File: src/pihs_pkg.sv
// Package for the host interrupt status and mask block: register map, field layout, carriers.
// Assumes a single 100 MHz register clock shared by every user of these definitions.
`default_nettype none
package pihs_pkg;
	localparam int unsigned PIHS_DATA_W = 32;
	localparam int unsigned PIHS_ADDR_W = 4;
	// Register byte offsets
	localparam logic [PIHS_ADDR_W-1:0] PIHS_OFS_STAT_SET = 4'h0;
	localparam logic [PIHS_ADDR_W-1:0] PIHS_OFS_STAT_CLR = 4'h4;
	localparam logic [PIHS_ADDR_W-1:0] PIHS_OFS_EN_SET = 4'h8;
	localparam logic [PIHS_ADDR_W-1:0] PIHS_OFS_EN_CLR = 4'hc;
	// Field positions
	localparam int unsigned PIHS_SOFT_LO = 24;
	localparam int unsigned PIHS_SOFT_W = 4;
	localparam int unsigned PIHS_BIT_PARITY = 6;
	localparam int unsigned PIHS_BIT_SYSERR = 5;
	localparam int unsigned PIHS_BIT_INIT_ABORT = 2;
	localparam int unsigned PIHS_BIT_RESP_ABORT = 1;
	// Implemented bits; all others read as zero
	localparam logic [PIHS_DATA_W-1:0] PIHS_IMPL_MASK = 32'h0f00_0066;
	localparam logic [PIHS_DATA_W-1:0] PIHS_RST_ZERO = 32'h0000_0000;
	// Power state codes
	localparam logic [1:0] PIHS_PWR_D0 = 2'h0;
	localparam logic [1:0] PIHS_PWR_RST = 2'h0;

	typedef struct packed {
		logic wr;
		logic rd;
		logic [PIHS_ADDR_W-1:0] addr;
		logic [PIHS_DATA_W-1:0] wdata;
	} pihs_req_s;

	typedef struct packed {
		logic parity_error_seen;
		logic system_error_seen;
		logic initiator_abort_seen;
		logic responder_abort_seen;
	} pihs_evt_s;

	typedef struct packed {
		logic [PIHS_DATA_W-1:0] status;
		logic [PIHS_DATA_W-1:0] enable;
		logic [1:0] pwr;
		logic [PIHS_DATA_W-1:0] rdata;
		logic rvalid;
		logic host_irq_out_n;
	} pihs_state_s;
endpackage : pihs_pkg
`default_nettype wire

File: src/pihs_host_irq.sv
// Host interrupt status, enable set/clear and active-low host interrupt for the PCI target.
// Assumes register requests, error events and power state come from logic on ref_clk.
// Overview of operation
// - Writing 1 to status clear bits 27-24 clears matching software interrupt status.
// - Writing 1 to status clear bit 6 clears parity error seen.
// - Writing 1 to status clear bit 5 clears system error seen.
// - Writing 1 to status clear bit 2 clears initiator abort seen.
// - Writing 1 to status clear bit 1 clears responder abort seen.
// - Enable register changes only through enable set and enable clear writes.
// - Interrupt output low while any status and enable pair is set in D0.
// - Interrupt output held high in power states D1, D2 and D3.
// - Enable set write sets each enable bit written with 1.
// - Enable clear write clears each enable bit written with 1.
// - Enable set read returns the enable register.
// - Enable clear read returns status AND enable.
// - Enables reset to 0; reserved bits read-only and read 0.
// - Host reaches these registers indirectly through base address registers.
// - Status clear read returns current status bits in their positions.
// - Status set write of 1 sets that status bit.
`default_nettype none
module pihs_host_irq
	import pihs_pkg::*;
(
	// Clock and reset
	input wire logic ref_clk,
	input wire logic nrst,
	// Register port reached through base address windows
	input wire pihs_req_s req,
	output logic [PIHS_DATA_W-1:0] rdata,
	output logic rvalid,
	// Error events and power state
	input wire pihs_evt_s evt,
	input wire logic [1:0] pwr_state,
	// Host interrupt
	output logic host_irq_out_n
);
	pihs_state_s st;
	pihs_state_s next_st;
	logic [PIHS_DATA_W-1:0] evt_vec;
	logic wr_stat_set;
	logic wr_stat_clr;
	logic wr_en_set;
	logic wr_en_clr;

	always_comb begin
		evt_vec = PIHS_RST_ZERO;
		evt_vec[PIHS_BIT_PARITY] = evt.parity_error_seen;
		evt_vec[PIHS_BIT_SYSERR] = evt.system_error_seen;
		evt_vec[PIHS_BIT_INIT_ABORT] = evt.initiator_abort_seen;
		evt_vec[PIHS_BIT_RESP_ABORT] = evt.responder_abort_seen;
	end

	// Address decode of the base address window
	assign wr_stat_set = req.wr && (req.addr == PIHS_OFS_STAT_SET);
	assign wr_stat_clr = req.wr && (req.addr == PIHS_OFS_STAT_CLR);
	assign wr_en_set = req.wr && (req.addr == PIHS_OFS_EN_SET);
	assign wr_en_clr = req.wr && (req.addr == PIHS_OFS_EN_CLR);

	always_comb begin
		next_st = st;
		next_st.pwr = pwr_state;
		// Status: clear first, then software and hardware sets win
		if (wr_stat_clr) begin
			next_st.status = st.status & ~req.wdata;
		end
		if (wr_stat_set) begin
			next_st.status = next_st.status | req.wdata;
		end
		next_st.status = (next_st.status | evt_vec) & PIHS_IMPL_MASK;
		// Enable only through set and clear aliases
		if (wr_en_set) begin
			next_st.enable = (st.enable | req.wdata) & PIHS_IMPL_MASK;
		end else if (wr_en_clr) begin
			next_st.enable = st.enable & ~req.wdata;
		end
		// Read return, one cycle later
		next_st.rvalid = req.rd;
		next_st.rdata = PIHS_RST_ZERO;
		if (req.rd) begin
			unique case (req.addr)
				PIHS_OFS_STAT_SET, PIHS_OFS_STAT_CLR: next_st.rdata = st.status;
				PIHS_OFS_EN_SET: next_st.rdata = st.enable;
				PIHS_OFS_EN_CLR: next_st.rdata = st.status & st.enable;
				default: next_st.rdata = PIHS_RST_ZERO;
			endcase
		end
		// Level interrupt, gated by power state
		next_st.host_irq_out_n = !((|(next_st.status & next_st.enable)) && (pwr_state == PIHS_PWR_D0));
	end

	always_ff @(posedge ref_clk or negedge nrst) begin
		if (!nrst) begin
			st.status <= PIHS_RST_ZERO;
			st.enable <= PIHS_RST_ZERO;
			st.pwr <= PIHS_PWR_RST;
			st.rdata <= PIHS_RST_ZERO;
			st.rvalid <= 1'b0;
			st.host_irq_out_n <= 1'b1;
		end else begin
			st <= next_st;
		end
	end

	assign rdata = st.rdata;
	assign rvalid = st.rvalid;
	assign host_irq_out_n = st.host_irq_out_n;
endmodule : pihs_host_irq
`default_nettype wire

File: config.mk
export PLATFORM = sky130hd
export DESIGN_NAME = pihs_host_irq
export DESIGN_NICKNAME = d
export VERILOG_FILES = /design/src/pihs_pkg.sv /design/src/pihs_host_irq.sv
export SDC_FILE = /design/constraint.sdc
export NUM_CORES = 1
export LEC_CHECK = 0
export BUFFER_PORTS_ARGS = -buffer_cell sky130_fd_sc_hd__buf_2
export CORE_MARGIN = 2
export CORE_UTILIZATION = 56
export DETAILED_ROUTE_END_ITERATION = 6
export GPL_TIMING_DRIVEN = 0
export PLACE_DENSITY = 0.9
export RECOVER_POWER = 25
export SLEW_MARGIN = 20
export SYNTH_ARGS = -nofsm -noshare
export SYNTH_HDL_FRONTEND = slang
export SYNTH_SLANG_ARGS = --single-unit
File: constraint.sdc
create_clock -name ref_clk -period 4.5 [get_ports ref_clk]
set_clock_uncertainty 0.05 [all_clocks]
set_input_delay 0.225 -clock ref_clk [delete_from_list [all_inputs] [get_ports ref_clk]]
set_output_delay 0.225 -clock ref_clk [all_outputs]
set_load 0.02 [all_outputs]
==> impl_metrics.csv, run 1 <==
group,metric,value,unit
worst_hold_path,min_path_type,"input port to register",
setup_path,critPathRequiredTime,4730,ps
synthesis,synth_compound_area_frac,0.1176,
synthesis,synth_top_area_cell,"dfrtp_1",
clock_network,htree_levels,3,
worst_hold_path,hold_path_depth,2,
setup_path,criticalPathCategory,"input port to register",
timing,hold_violations,0,
synthesis,syn_nets,319,
timing,tns,0,ps
layout,instances_no_fill,440,
global_route,grt_start_max_net_pins,40,
global_route,grt_pass1_wl,10060,um
floorplanning,die-area,0.006098,mm2
status,violations,"capacitance limit, slew limit",
placement,globalplace.congestion,0.7920,
synthesis,yosysTopAreaCellShare,0.5942,
clock_network,cts_root_buffer,"clkbuf_8",
clock_network,cts.sinks,74,
synthesis,synthFlopType,"dfrtp_1",
clock_network,cts_buffer_depth,2,
setup_path,crit_chain,"buf_6, nor4b_1, a21boi_0, a311o_2, a22oi_1, a311o_1",
synthesis,yosysSeqAreaShare,0.6028,
floorplanning,die_y,78.09,um
global_route,antenna_found_initial,0,
timing,finalSetupViolations,0,
route,via_count,2200,
clock_network,clk_pin_slew,70,ps
synthesis,synth-seq-cells,74,
synthesis,synth_edf_count,0,
global_route,grt_pass1_vias,2123,
synthesis,synth_cells,273,
run,drv_cap,2,
route,drt_wl_total,6062,um
clock_network,clk_latency,340,ps
route,vias_per_cell,5.000,
synthesis,async_reset_ff_frac,1.000,
status,status,"complete, but fails checks",
setup_path,reg2reg_slack,2710,ps
synthesis,synth-adder-area-share,0,
placement,place_hpwl,4169,um
route,top_layer,"met4",
synthesis,synth.area.mux_share,0.01832,
route,wl_met2,2998,um
synthesis,avgSynthCellArea,11.26,um2
timing,slew_headroom,-0.2711,
synthesis,synth-xor-area-share,0,
setup_path,cp_max_fo,9,
placement,port_buffers,78,
layout,drive_gt1_frac,0.3568,
power_and_ir_drop,peakVddDrop,0.2663,mV
floorplanning,ioPinCount,80,
clock_network,cts_resized,0,
layout,final_nets,411,
synthesis,synth-simple-area-share,0.1624,
synthesis,syn_area,0.003074,mm2
timing,tightestPinTransition,1907,ps
floorplanning,rows,26,
synthesis,ys_top_cells_by_count,"dfrtp_1, and2_1, o21ai_0, buf_4, nand2_1",
layout,fill_cells,377,
setup_path,critPathMaxStageDelay,1270,ps
power_and_ir_drop,power_density,360.0,mW/mm2
setup_path,cp-start-kind,"input port",
setup_path,crit_path_end_kind,"register",
route,dr.pass1.iters,5,
timing,timing.final.crit_period,2507,ps
floorplanning,initial_utilization,0.5906,
route,ant_nets,0,
setup_path,cp.arrival,2730,ps
floorplanning,dieWidth,78.09,um
synthesis,synth_top_family_by_area,"simple AND/OR/NAND/NOR gates",
synthesis,synthMostInstantiatedCell,"dfrtp_1",
synthesis,yosysWarnings,0,
floorplanning,core,0.005205,mm2
route,m1WireLength,2583,um
clock_network,cts-buffers-inserted,9,
route,dr.first_iter.drc_count,186,
layout,areaGrowthSynthToFinish,22.71,%
timing,fmax,398.8,MHz
route,wl_met3,382,um
global_route,grt-ovfl-total,0,
power_and_ir_drop,p_leak,1.964,nW
clock_network,cts_tree,"built",
timing,rsz0062_at_grt,"false",
timing,finalCritPeriodShare,0.5572,
global_route,track_usage,0.2163,
setup_path,reg2regPathDepth,5,
layout,regArea,0.001853,mm2
route,avgRoutedWirePerCell,13.78,um
placement,place_inst,422,
layout,multi_input_comb_area,898.4,um2
route,drc,0,
timing,final_max_slew_viol_count,46,
layout,antenna_cells,0,
synthesis,yosys-top-cells-area,"dfrtp_1, and2_1, buf_4",
synthesis,synth_cell_type_count,29,
setup_path,cp_slowest_cell,"nor4b_1",
kinds of logic after synthesis:
logic type | after synthesis
AND/OR/NAND/NOR | 86
flip-flops | 74
AO/OA/AOI/OAI | 61
buffers and inverters | 47
multiplexers | 5
cell usage in the layout (no fill, tap or decap), drive strengths merged:
master and count:
clkbuf 22, nor4 1, nor3b 1, mux2 5, a311o 3, nand4bb 1
or4b 1, buf 109, bufinv 1, o22ai 8, a21oi 3, inv 5
o21ai 36, a22oi 1, dfstp 1, a31oi 2, a222oi 2, clkinvlp 1
a21boi 2, and4bb 1, nor3 1, nor4b 1, nand2 20, and2 49
dfrtp 73, dlygate4sd3 2, nor2 10, clkinv 4, o31ai 4
through the flow:
stage	worst slack (ps)	utilization	cell area, um2	power, mW	hold WS [ps]
floorplan	2730	-	3074	0.7918	-120.6
detailed placement	2486	0.6868	3575	0.8551	159.6
finish	1993	0.7248	3772	1.358	53.37
CTS	2595	0.7296	3797	1.365	48.18
global placement	2492	0.6825	3552	0.8460	297.9
global route	1922	0.7248	3772	1.418	43.57
path summary, 6_finish.rpt:
kind / start / to
max: req[35] / host_irq_out_n
min: pwr_state[1] / host_irq_out_n
max reg2reg: st[62] / host_irq_out_n
min reg2reg: st[57] / rdata[21]
max in group asynchronous: nrst / st[95]
min in group asynchronous: nrst / rdata[1]
worst max-delay path: cells and delay by family:
family	cells	cell delay (ps)
compound gates	4	1120
buf+inv	1	120
simple gates	1	1270
per-layer routing:
metal	vias to the layer above	global-route usage
li1	1075	-
met1	1032	0.2888
met2	84	0.3414
met3	9	0.05977
met4	0	0.08246
met5	-	0
cell type report:
cell class,instances,share of cell area
buffer,42,0.07562
tap,70,0.02322
clock buffer,10,0.03648
sequential,74,0.4912
inverter,5,0.004975
multi-input combinational,152,0.2381
clock inverter,6,0.01725
timing repair buffer,81,0.1131
state kept, by name, summed over array words and instances (netlist names):
register        flops
host_irq_out_n      1
rdata              32
rvalid              1
st                 40
power breakdown:
group	switching (mW)	leakage (nW)	internal, mW
Combinational	0.0751	0.871	0.0571
Clock	0.243	0.103	0.272
Sequential	0.0183	0.990	0.692
Total	0.337	1.96	1.02
timing repair:
action,4_1_cts,5_1_grt
hold buffers,2,0
hold endpoints to repair,35,0
buffers inserted,0,0
endpoints found under the setup margin,0,0
Power figures use the tool's default switching activity.
==> run 2, diff against run 1 <==
CORE_UTILIZATION = 47   (was 56)
PLACE_DENSITY = 0.81   (was 0.9)
clock period = 2.2 ns   (was 4.5 ns; I/O delays follow)
==> run 2 against run 1 <==
- the run now ends clean
- setup slack lost 1700 ps
- global-route usage shrank 3.4 points
- die area grew 18%
- sequential share of layout area shrank 1.7 points
- utilization shrank 11 points
- hold slack lost 38 ps
- first-iteration DRC count shrank 46%
- largest power group unchanged
- clock-buffer cell count grew 1
- critical path depth is the same
- power grew 100%
==> impl_metrics.csv, run 2 (synthesis results as in run 1) <==
group,metric,value,unit
clock_network,postCtsHoldBufs,13,
placement,port_buffers,78,
route,via_count,2295,
route,vias_per_cell,5.011,
clock_network,cts.sinks,74,
route,drt_wl_total,6264,um
layout,top_regs,"st x40, rdata x32",
layout,regArea,0.001853,mm2
setup_path,cp.arrival,2160,ps
setup_path,crit_path_end_kind,"register",
timing,tns,0,ps
clock_network,cts_tree,"built",
worst_hold_path,hold_end,"st[92]",
placement,place_hpwl,4426,um
floorplanning,initial_utilization,0.4841,
power_and_ir_drop,power_density,710.2,mW/mm2
clock_network,cts_root_buffer,"clkbuf_8",
global_route,grt_pass1_wl,10290,um
timing,fmax,517.7,MHz
worst_hold_path,worstHoldStart,"req[24]",
worst_hold_path,hold_path_depth,3,
timing,timing.hold.ws,15.06,ps
floorplanning,die-area,0.007204,mm2
layout,areaGrowthSynthToFinish,27.23,%
global_route,antenna_found_initial,0,
layout,final_nets,422,
setup_path,critPathRequiredTime,2430,ps
floorplanning,die_y,84.88,um
global_route,grt-ovfl-total,0,
setup_path,reg2regPathDepth,5,
power_and_ir_drop,p_leak,2.025,nW
route,ant_nets,0,
timing,timing.final.crit_period,1932,ps
global_route,track_usage,0.1826,
route,dr.pass1.iters,4,
setup_path,cp_max_fo,10,
setup_path,criticalPathCategory,"input port to register",
route,drc,0,
route,avgRoutedWirePerCell,13.68,um
placement,placed_cell_area,0.003591,mm2
timing,worst_slack,268.4,ps
layout,regMostFlops,"st",
layout,antenna_cells,0,
floorplanning,core,0.006350,mm2
placement,globalplace.congestion,0.8219,
layout,fill_cells,493,
clock_network,clk_latency,340,ps
layout,multi_input_comb_area,917.1,um2
setup_path,r2r-start,"st[94]",
clock_network,post_cts_buffers,0,
global_route,grt_pass1_vias,2239,
layout,fin_area,0.003911,mm2
layout,layout_common_cells,"buf_2, dfrtp_1, and2_1",
placement,pre_cts_ws,245.3,ps
timing,final_max_slew_viol_count,0,
clock_network,htree_levels,3,
power_and_ir_drop,peakVddDrop,0.3377,mV
layout,largest_register_ffs,40,
worst_hold_path,min_path_type,"input port to register",
timing,rsz0062_at_grt,"false",
run,drv_cap,0,
timing,hold_violations,0,
clock_network,clk_pin_slew,70,ps
timing,finalSetupViolations,0,
clock_network,cts_resized,0,
setup_path,cp-start-kind,"input port",
timing,finalCritPeriodShare,0.8780,
timing,slew_headroom,0.1860,
route,dr.first_iter.drc_count,101,
floorplanning,rows,29,
clock_network,cts-buffers-inserted,9,
setup_path,reg2reg_to,"host_irq_out_n",
timing,tightestPinTransition,1221,ps
setup_path,reg2reg_slack,520,ps
floorplanning,ioPinCount,80,
floorplanning,dieWidth,84.88,um
layout,drive_gt1_frac,0.3517,
global_route,grt_start_max_net_pins,54,
status,status,"finished clean",
power_and_ir_drop,finalPower,2.778,mW
layout,layout_commonest_cell,"buf_2",
clock_network,cts_buffer_depth,2,
==> run 2: cell count changes in the layout (fill, tap and decap cells not counted) <==
cell	change
or4b_4	+1
buf_12	-1
nor4b_4	+1
clkinv_2	+1
nor4b_1	-1
dlygate4sd3_1	+11
buf_2	+1
inv_6	-1
or4b_1	-1
clkinvlp_4	-1
buf_16	+1
==> run 2: cell type report <==
class                      instances  area share
buffer                            42     0.07294
clock buffer                      11     0.03615
clock inverter                     5     0.01376
inverter                           5    0.004798
multi-input combinational        152      0.2345
sequential                        74      0.4738
tap                               77     0.02463
timing repair buffer              92      0.1395
==> run 2: stage by stage <==
stage                     utilization  instances
after detailed placement       0.5655        429
after CTS                      0.6167        458
after global placement         0.5608        428
after global routing           0.6160        458
final                          0.6160        458
after floorplan                     -        273
==> run 2: per-layer routing <==
metal / GRT usage / share of wire
met5: 0 / 0
met4: 0.06349 / 0.017
met3: 0.05350 / 0.060
met2: 0.3014 / 0.49
met1: 0.2319 / 0.43
==> run 2: how the worst max path moves through the flow <==
stage,from,endpoint,slack (ps),cells past startpoint
final,req[36],rdata[18],270,6
after CTS,req[36],rdata[18],270,6
after global placement,req[33],host_irq_out_n,270,6
after global routing,req[36],rdata[16],170,6
after floorplan,req[35],host_irq_out_n,550,6
after detailed placement,req[33],host_irq_out_n,250,6
==> run 2: critical path, stage by stage <==
cell,delay [ps]
dlygate4sd3_1,530
clkbuf_1,150
nand2_1,240
nor3_1,590
clkbuf_1,350
and2_1,190
==> run 2: where the power goes <==
part	total (mW)	internal, mW	switching, mW
sequential	1.46	1.42	0.0402
combinational	0.284	0.133	0.152
clock	1.04	0.551	0.486
total	2.78	2.10	0.677
